## src/shared/sersq_regs.svh

```systemverilog
// sersq_regs.svh: fixed codes, counts and reset values of the read sequencer
// assumes: included by its bare name in the design file and the testbench
// Function
// - three read kinds: current address, random address, sequential.
// - word address counter holds last accessed location plus one.
// - counter keeps its value between transactions while powered.
// - read increment wraps from top of array to address zero.
// - write increment wraps within the current page only.
// - current read: after acked read address, shift out byte at counter.
// - random read: ack read address, shift out byte at newly loaded address.
// - after each byte, increment counter; on controller ack, shift out next byte.
// - sequential read wraps past array top and keeps going.
// - bytes are eight bits; receiver acks by pulling data low on ninth clock.
// - match three select bits; ack on match, back to standby otherwise.
// - stop after a sequence puts the device in standby.
`ifndef SERSQ_REGS_SVH
`define SERSQ_REGS_SVH
`define SERSQ_DEV_CODE 4'ha
`define SERSQ_BYTE_BITS 4'h8
`define SERSQ_CNT_ZERO 4'h0
`define SERSQ_CNT_ONE 4'h1
`define SERSQ_ADDR_W 13
`define SERSQ_PAGE_W 5
`define SERSQ_FIFO_DEPTH 32
`define SERSQ_STANDBY_RST 1'b1
`endif

```

## src/shared/sersq_pkg.sv

```systemverilog
// sersq_pkg: state type used by the protocol engine of the read sequencer
// assumes: compiled before the design file
package sersq_pkg;
  typedef enum logic [2:0] {
    ST_IDLE, ST_DEV, ST_AHI, ST_ALO, ST_WDAT, ST_ACK, ST_TX, ST_MACK
  } sersq_state_e;
endpackage

```

## src/hdl/sersq_top.sv

```systemverilog
// sersq_top: two-wire eeprom target, read sequencing and word address counter
// assumes: array read port answers within a few clocks; scl far slower than clk
`include "sersq_regs.svh"
// ----------------------------------------
// write buffer
// ----------------------------------------
module sersq_fifo #(
  parameter int WIDTH = 8,
  parameter int DEPTH = `SERSQ_FIFO_DEPTH
) (
  input wire logic clk,
  input wire logic nrst,
  input wire logic in_valid,
  output logic in_ready,
  input wire logic [WIDTH-1:0] in_data,
  output logic out_valid,
  input wire logic out_ready,
  output logic [WIDTH-1:0] out_data
);
  localparam int PW = $clog2(DEPTH);
  if (DEPTH < 2 || (1 << PW) != DEPTH) begin : g_chk
    $error("sersq_fifo depth must be a power of two");
  end
  logic [WIDTH-1:0] mem_reg [DEPTH];
  logic [WIDTH-1:0] mem_next [DEPTH];
  logic [PW-1:0] wptr_reg, wptr_next, rptr_reg, rptr_next;
  logic [PW:0] cnt_reg, cnt_next;
  logic ovalid_reg, ovalid_next;
  logic [WIDTH-1:0] odata_reg, odata_next;
  logic push, pop;
  // ready is honest: storage only, output stage drains separately
  assign in_ready = (cnt_reg != (PW+1)'(DEPTH));
  assign push = in_valid && in_ready;
  assign pop = (cnt_reg != '0) && (!ovalid_reg || out_ready);
  assign out_valid = ovalid_reg;
  assign out_data = odata_reg;
  always_comb begin
    mem_next = mem_reg;
    wptr_next = wptr_reg;
    rptr_next = rptr_reg;
    cnt_next = cnt_reg;
    ovalid_next = ovalid_reg;
    odata_next = odata_reg;
    if (push) begin
      mem_next[wptr_reg] = in_data;
      wptr_next = wptr_reg + 1'b1;
    end
    if (pop) begin
      odata_next = mem_reg[rptr_reg];
      ovalid_next = 1'b1;
      rptr_next = rptr_reg + 1'b1;
    end else if (out_ready) begin
      ovalid_next = 1'b0;
    end
    if (push && !pop) begin
      cnt_next = cnt_reg + 1'b1;
    end else if (pop && !push) begin
      cnt_next = cnt_reg - 1'b1;
    end
  end
  always_ff @(posedge clk or negedge nrst) begin
    if (!nrst) begin
      for (int i = 0; i < DEPTH; i++) begin
        mem_reg[i] <= '0;
      end
      wptr_reg <= '0;
      rptr_reg <= '0;
      cnt_reg <= '0;
      ovalid_reg <= 1'b0;
      odata_reg <= '0;
    end else begin
      mem_reg <= mem_next;
      wptr_reg <= wptr_next;
      rptr_reg <= rptr_next;
      cnt_reg <= cnt_next;
      ovalid_reg <= ovalid_next;
      odata_reg <= odata_next;
    end
  end
endmodule // sersq_fifo
// ----------------------------------------
// protocol engine
// ----------------------------------------
module sersq_top
  import sersq_pkg::*;
#(
  parameter int ADDR_W = `SERSQ_ADDR_W,
  parameter int PAGE_W = `SERSQ_PAGE_W,
  parameter int FIFO_DEPTH = `SERSQ_FIFO_DEPTH
) (
  input wire logic clk,
  input wire logic nrst,
  input wire logic scl_i,
  input wire logic sda_i,
  output logic sda_o,
  output logic sda_oe,
  input wire logic select_pin_high,
  input wire logic select_pin_mid,
  input wire logic select_pin_low,
  output logic [ADDR_W-1:0] rd_addr,
  input wire logic [7:0] rd_data,
  output logic wr_valid,
  input wire logic wr_ready,
  output logic [ADDR_W-1:0] wr_addr,
  output logic [7:0] wr_data,
  output logic standby
);
  localparam int HI_W = ADDR_W - 8;
  if (ADDR_W <= 8 || ADDR_W > 16 || PAGE_W < 1 || PAGE_W >= ADDR_W) begin : g_chk
    $error("sersq_top address or page width out of range");
  end
  // read step: whole array rolls over
  function automatic logic [ADDR_W-1:0] rd_inc(input logic [ADDR_W-1:0] a);
    rd_inc = a + 1'b1;
  endfunction
  // write step: only the in-page bits move
  function automatic logic [ADDR_W-1:0] wr_inc(input logic [ADDR_W-1:0] a);
    logic [PAGE_W-1:0] lo;
    lo = a[PAGE_W-1:0] + 1'b1;
    wr_inc = {a[ADDR_W-1:PAGE_W], lo};
  endfunction
  // ----------------------------------------
  // pin synchronisers and edge finding
  // ----------------------------------------
  logic [1:0] scl_sy_reg, scl_sy_next, sda_sy_reg, sda_sy_next;
  logic scl_d_reg, scl_d_next, sda_d_reg, sda_d_next;
  logic [2:0] sel_sy1_reg, sel_sy1_next, sel_reg, sel_next;
  logic scl_s, sda_s, scl_rise, scl_fall, start_ev, stop_ev;
  assign scl_s = scl_sy_reg[1];
  assign sda_s = sda_sy_reg[1];
  assign scl_rise = scl_s && !scl_d_reg;
  assign scl_fall = !scl_s && scl_d_reg;
  // data moving while clock stays high marks start or stop
  assign start_ev = scl_s && scl_d_reg && sda_d_reg && !sda_s;
  assign stop_ev = scl_s && scl_d_reg && !sda_d_reg && sda_s;
  always_comb begin
    scl_sy_next = {scl_sy_reg[0], scl_i};
    sda_sy_next = {sda_sy_reg[0], sda_i};
    scl_d_next = scl_s;
    sda_d_next = sda_s;
    sel_sy1_next = {select_pin_high, select_pin_mid, select_pin_low};
    sel_next = sel_sy1_reg;
  end
  always_ff @(posedge clk or negedge nrst) begin
    if (!nrst) begin
      scl_sy_reg <= 2'h3;
      sda_sy_reg <= 2'h3;
      scl_d_reg <= 1'b1;
      sda_d_reg <= 1'b1;
      sel_sy1_reg <= 3'h0;
      sel_reg <= 3'h0;
    end else begin
      scl_sy_reg <= scl_sy_next;
      sda_sy_reg <= sda_sy_next;
      scl_d_reg <= scl_d_next;
      sda_d_reg <= sda_d_next;
      sel_sy1_reg <= sel_sy1_next;
      sel_reg <= sel_next;
    end
  end
  // ----------------------------------------
  // byte engine and word address counter
  // ----------------------------------------
  sersq_state_e state_reg, state_next, ret_reg, ret_next;
  logic [3:0] cnt_reg, cnt_next;
  logic [7:0] shift_reg, shift_next;
  logic [HI_W-1:0] ahi_reg, ahi_next;
  logic [ADDR_W-1:0] addr_reg, addr_next;
  logic oe_reg, oe_next, mack_reg, mack_next, standby_reg, standby_next;
  logic byte_end, dev_match, push, fifo_ready;
  logic [ADDR_W-1:0] load_addr;
  assign byte_end = scl_fall && (cnt_reg == `SERSQ_BYTE_BITS);
  assign dev_match = (shift_reg[7:4] == `SERSQ_DEV_CODE) && (shift_reg[3:1] == sel_reg);
  assign load_addr = {ahi_reg, shift_reg};
  assign push = (state_reg == ST_WDAT) && byte_end && fifo_ready;
  always_comb begin
    state_next = state_reg;
    ret_next = ret_reg;
    cnt_next = cnt_reg;
    shift_next = shift_reg;
    ahi_next = ahi_reg;
    addr_next = addr_reg;
    oe_next = oe_reg;
    mack_next = mack_reg;
    standby_next = standby_reg;
    if (start_ev) begin
      state_next = ST_DEV;
      cnt_next = `SERSQ_CNT_ZERO;
      oe_next = 1'b0;
      standby_next = 1'b0;
    end else if (stop_ev) begin
      state_next = ST_IDLE;
      oe_next = 1'b0;
      standby_next = 1'b1;
    end else begin
      unique case (state_reg)
        ST_IDLE: begin
        end
        ST_DEV, ST_AHI, ST_ALO, ST_WDAT: begin
          if (scl_rise && cnt_reg != `SERSQ_BYTE_BITS) begin
            shift_next = {shift_reg[6:0], sda_s};
            cnt_next = cnt_reg + `SERSQ_CNT_ONE;
          end else if (byte_end) begin
            cnt_next = `SERSQ_CNT_ZERO;
            state_next = ST_ACK;
            oe_next = 1'b1;
            if (state_reg == ST_DEV) begin
              if (!dev_match) begin
                state_next = ST_IDLE;
                oe_next = 1'b0;
                standby_next = 1'b1;
              end else if (shift_reg[0]) begin
                ret_next = ST_TX;
              end else begin
                ret_next = ST_AHI;
              end
            end else if (state_reg == ST_AHI) begin
              ahi_next = shift_reg[HI_W-1:0];
              ret_next = ST_ALO;
            end else if (state_reg == ST_ALO) begin
              addr_next = load_addr;
              ret_next = ST_WDAT;
            end else if (fifo_ready) begin
              addr_next = wr_inc(addr_reg);
              ret_next = ST_WDAT;
            end else begin
              // buffer full: refuse the byte rather than drop it
              state_next = ST_IDLE;
              oe_next = 1'b0;
            end
          end
        end
        ST_ACK: begin
          if (scl_fall) begin
            if (ret_reg == ST_TX) begin
              oe_next = !rd_data[7];
              shift_next = {rd_data[6:0], 1'b0};
              cnt_next = `SERSQ_CNT_ONE;
            end else begin
              oe_next = 1'b0;
            end
            state_next = ret_reg;
          end
        end
        ST_TX: begin
          if (byte_end) begin
            oe_next = 1'b0;
            addr_next = rd_inc(addr_reg);
            state_next = ST_MACK;
          end else if (scl_fall) begin
            oe_next = !shift_reg[7];
            shift_next = {shift_reg[6:0], 1'b0};
            cnt_next = cnt_reg + `SERSQ_CNT_ONE;
          end
        end
        ST_MACK: begin
          if (scl_rise) begin
            mack_next = !sda_s;
          end else if (scl_fall) begin
            if (mack_reg) begin
              oe_next = !rd_data[7];
              shift_next = {rd_data[6:0], 1'b0};
              cnt_next = `SERSQ_CNT_ONE;
              state_next = ST_TX;
            end else begin
              state_next = ST_IDLE;
            end
          end
        end
      endcase
    end
  end
  // counter reset only by nrst, at any time; never cleared by bus events
  always_ff @(posedge clk or negedge nrst) begin
    if (!nrst) begin
      state_reg <= ST_IDLE;
      ret_reg <= ST_IDLE;
      cnt_reg <= `SERSQ_CNT_ZERO;
      shift_reg <= 8'h00;
      ahi_reg <= '0;
      addr_reg <= '0;
      oe_reg <= 1'b0;
      mack_reg <= 1'b0;
      standby_reg <= `SERSQ_STANDBY_RST;
    end else begin
      state_reg <= state_next;
      ret_reg <= ret_next;
      cnt_reg <= cnt_next;
      shift_reg <= shift_next;
      ahi_reg <= ahi_next;
      addr_reg <= addr_next;
      oe_reg <= oe_next;
      mack_reg <= mack_next;
      standby_reg <= standby_next;
    end
  end
  assign sda_o = 1'b0;
  assign sda_oe = oe_reg;
  assign rd_addr = addr_reg;
  assign standby = standby_reg;
  sersq_fifo #(.WIDTH(ADDR_W + 8), .DEPTH(FIFO_DEPTH)) u_wbuf (
    .clk(clk),
    .nrst(nrst),
    .in_valid(push),
    .in_ready(fifo_ready),
    .in_data({addr_reg, shift_reg}),
    .out_valid(wr_valid),
    .out_ready(wr_ready),
    .out_data({wr_addr, wr_data})
  );
endmodule // sersq_top

```

## config.mk

```make
export PLATFORM = sky130hd
export DESIGN_NAME = sersq_top
export DESIGN_NICKNAME = d
export VERILOG_FILES = /design/src/shared/sersq_pkg.sv /design/src/hdl/sersq_top.sv
export VERILOG_INCLUDE_DIRS = /design/src /design/src/shared
export SDC_FILE = /design/constraint.sdc
export NUM_CORES = 1
export LEC_CHECK = 0
export BUFFER_PORTS_ARGS = -buffer_cell sky130_fd_sc_hd__buf_4
export CELL_PAD_IN_SITES_DETAIL_PLACEMENT = 1
export CELL_PAD_IN_SITES_GLOBAL_PLACEMENT = 1
export CORE_ASPECT_RATIO = 1.2
export CORE_MARGIN = 1
export CORE_UTILIZATION = 30
export DETAILED_ROUTE_END_ITERATION = 7
export GPL_TIMING_DRIVEN = 0
export PLACE_DENSITY = 0.6
export SLEW_MARGIN = 20
export SYNTH_ARGS = -nofsm -noshare
export SYNTH_HDL_FRONTEND = slang
export SYNTH_SLANG_ARGS = --single-unit
```

## constraint.sdc

```tcl
create_clock -name clk -period 5.4 [get_ports clk]
set_input_delay 0.54 -clock clk [delete_from_list [all_inputs] [get_ports clk]]
set_output_delay 0.54 -clock clk [all_outputs]
set_load 0.05 [all_outputs]
```

==> qor.log <==
[global_route] overflow left after global routing 0
[drt] initial DRC count 1353
[setup_path] CP bufs+invs 3
[setup_path] critical path capture point u_wbuf.cnt_reg[5]
[hold_path] worst hold path type input pin to flop
[setup_path] kind of capture point of the worst setup path flop
[synthesis] area leader, netlist dfrtp_1
[setup_path] kind of cell adding the most delay to the critical path buffers and inverters
[setup_path] origin of the critical flop-to-flop path u_wbuf.cnt_reg[0]
[clocking] CTS resizes 0
[drt] TritonRoute pass-1 iters 5
[drt] overall routed net length 115 mm
[clocking] CTS tree yes
[layout] count of nets after finishing 2646
[synthesis] Synth top cells by count 754 x dfrtp_1, 567 x mux2_2, 237 x mux2_4
[global_route] global-route total usage across every layer 19.0%
[timing] number of slew-limit violations in the final report 0
[setup_path] Worst R2R Path Depth 13
[drt] DR vias 22100
[setup_path] data arrival time of the critical path 5.01 ns
[synthesis] fraction of the yosys area taken by sequential cells 52.4%
[synthesis] netlist area before placement 36400 µm²
[setup_path] ordered cell list for the critical path or4_1 -> nor3_1 -> nor2b_1 -> inv_2 -> clkbuf_1 -> ha_1 -> inv_1 -> ha_1 -> nand2_1 -> o21ai_0 -> mux2i_1 -> o2111ai_1 -> xor2_1
[clocking] buffer type at the clock tree root clkbuf_16
[floorplan] Initial Util 30.3%
[synthesis] flip-flop and latch count after synthesis 761
[drt] DRC violation count after routing 0
[synthesis] Distinct cells, synth 72
[timing] setup TNS 0 ns
[floorplan] die boundary width 320 µm
[placement] IO buf count 52
[setup_path] largest fanout on the critical path 10
[clocking] CTS H-tree depth 3
[synthesis] most used flip-flop cell after synthesis dfrtp_1
[outcome] status finished clean
[timing] maximum operating frequency 222 MHz
[drt] average via count per standard cell 5.21
[placement] Final Wtd Congestion 0.871
[layout] P&R area growth vs syn 15.7%
[synthesis] share of synthesized flip-flops with an asynchronous set or reset 100%
[floorplan] Die ar. 123000 µm²
[clocking] clock transition at the registers of the reported paths 0.06 ns
[global_route] initial antenna violation count 1
[timing] share of the clock period used by the worst path 83.3%
[floorplan] core area 120000 µm²
[setup_path] Crit path depth 13
[setup_path] Startpoint Class flop
[timing] min cycle time layout 4.50 ns
[setup_path] longest individual stage delay on the worst path 0.67 ns
[synthesis] number of warnings printed during yosys synthesis 0
[floorplan] die extent in y 383 µm
[setup_path] required time of the critical path 5.91 ns
[global_route] wire length of the first global-routing pass 173 mm
[floorplan] Rows 139
[pwr] static leakage 20.9 nW
[synthesis] Post-Syn Area per Cell 14.8 µm²
[synthesis] Gate Count Post-Synth 2458
[floorplan] count of boundary I/O pins 54
[synthesis] count leader, synth dfrtp_1
[clocking] source-to-sink clock delay at the later pin of the worst-skew pair 0.66 ns
[placement] DPL Wire Length 83.9 mm
[layout] flip-flop count of the largest register, all copies and words added 672
[timing] setup repair after global routing missed its margin no
[clocking] number of buffers added by the clock tree synthesis step 87
[timing] worst hold slack across all endpoints 0.152 ns
[setup_path] CP dominant cell by count ha_1
[layout] ANT cells 0
[drt] antenna-violating nets left 0
[timing] setup violation total in the final timing report 0
[pwr] Pwr Density 405 nW/µm²
[clocking] Max Root-Sink Buffers 3
[synthesis] synth top area cells dfrtp_1 52%, mux2_2 18%, mux2_4 9.8%, mux4_2 5.5%, buf_6 1.5%
[setup_path] first element of the critical path u_wbuf.cnt_reg[0]
[synthesis] syn_nets 2488
[timing] transition at the pin with the smallest max-transition slack 1.14 ns
[timing] worst clock skew 0.0309 ns
[pwr] VDD IR max 271 µV
[global_route] maximum number of pins on one net before global-route repair 105
[synthesis] share of the synthesized area in the top cell type 51.9%
[drt] DR WL/cell 27.1 µm
[clocking] clk sinks 761
[setup_path] worst-case register-to-register setup slack 0.90 ns
[layout] fill cell instance count of the final layout 12300
[synthesis] number of enable-type register cells in the synthesized netlist 0
[setup_path] library cell contributing the largest single delay on the critical path clkbuf_1
[run] max-capacitance violation count 0
[layout] fraction of final layout cells with drive strength greater than 1 46.2%
[timing] Slew Limit Headroom 23.9%
[setup_path] path type of the worst setup path flop to flop
[setup_path] reg-to-reg endpoint u_wbuf.cnt_reg[5]
[timing] hold violation total from the final report 0
[global_route] number of global-route vias before repair 25100
==> layer usage <==
metal	global-route usage [%]	routed length, µm	vias to the layer above
li1	-	-	9391
met1	23.8	47700	12000
met2	32.7	57900	463
met3	2.37	3300	224
met4	9.01	5840	2
met5	0	20	-
==> logic make-up after synthesis <==
logic type | synth area share [%]
compound gates | 4.36
flops | 52.4
fa+ha+maj | 0.503
simple gates | 4.12
xor+xnor | 0.385
buf+inv | 3.83
mux | 34.4
other cells | 0.0103
==> how the worst min path moves through the flow <==
stage / from / to / slack, ns / depth (start not counted)
after floorplan: nrst / ahi_reg[0] / 0.24 / 0
after global placement: sel_next[2] / sel_reg[2] / 0.34 / 0
after detailed placement: sel_next[0] / sel_reg[0] / 0.34 / 0
after CTS: wr_ready / u_wbuf.out_valid / 0.12 / 3
after global routing: wr_ready / u_wbuf.out_valid / 0.14 / 3
final: wr_ready / u_wbuf.out_valid / 0.15 / 3
==> layout by cell type, fill, tap and decap left out, drive strengths merged, types with 4 or more instances in the layout <==
cell type	synthesis	final
o21ai	27	27
nand2	90	90
buf	101	161
a21o	4	4
a22oi	4	4
mux2	814	814
clkinv	0	16
nor2	26	26
a21oi	13	13
o2bb2ai	4	4
o22ai	82	82
or4b	4	4
nor2b	8	8
dlygate4sd3	0	6
xnor2	8	8
nor3	20	20
dfrtp	754	754
nand4	8	8
inv	20	21
and3b	6	6
nor4	31	31
o221ai	21	21
xor2	8	8
nand4b	4	4
mux2i	46	46
bufinv	0	8
dfstp	7	7
nand3	11	11
ha	13	13
o31ai	25	25
clkinvlp	0	6
nand3b	6	6
nor3b	4	4
nand2b	4	4
and3	4	4
clkbuf	130	263
a22o	21	21
mux4	88	88
==> stage by stage <==
step	util [%]	total power, mW	worst slack, ns	std cells	area, µm²
6_report	35.1	17.0	0.903	4239	42100
5_1_grt	35.1	17.6	0.526	4239	42100
4_1_cts	35.1	17.2	0.866	4239	42100
3_5_place_dp	32.5	10.8	0.876	4072	39000
3_3_place_gp	32.3	10.7	-4.66	4061	38700
2_1_floorplan	-	8.84	2.12	2458	36400
==> layout make-up <==
class	count	area (µm²)	area share (%)
timing repair buffer	69	712	1.69
multi-input combinational	1446	15900	37.8
clock inverter	31	385	0.916
inverter	20	75.1	0.178
sequential	761	19100	45.3
clock buffer	130	2670	6.34
tap	1551	1940	4.61
buffer	231	1330	3.16
==> repair_timing <==
item | CTS | global route
buffers inserted | 0 | 0
hold endpoints to repair | 58 | 0
hold buffers | 6 | 0
==> worst reg2reg max path, cell delays in order (launching register included) <==
cell and delay (ns):
dfrtp_1 0.43, or4_1 0.53, nor3_1 0.22, nor2b_1 0.24, inv_2 0.27, clkbuf_1 0.67, ha_1 0.49, inv_1 0.17
ha_1 0.39, nand2_1 0.06, o21ai_0 0.30, mux2i_1 0.23, o2111ai_1 0.17, xor2_1 0.19
==> power breakdown <==
| group | internal, mW | switching, mW |
|---|---|---|
| logic | 1.45 | 3.24 |
| registers | 5.88 | 0.187 |
| clock network | 3.79 | 2.50 |
Power figures use the tool's default switching activity.
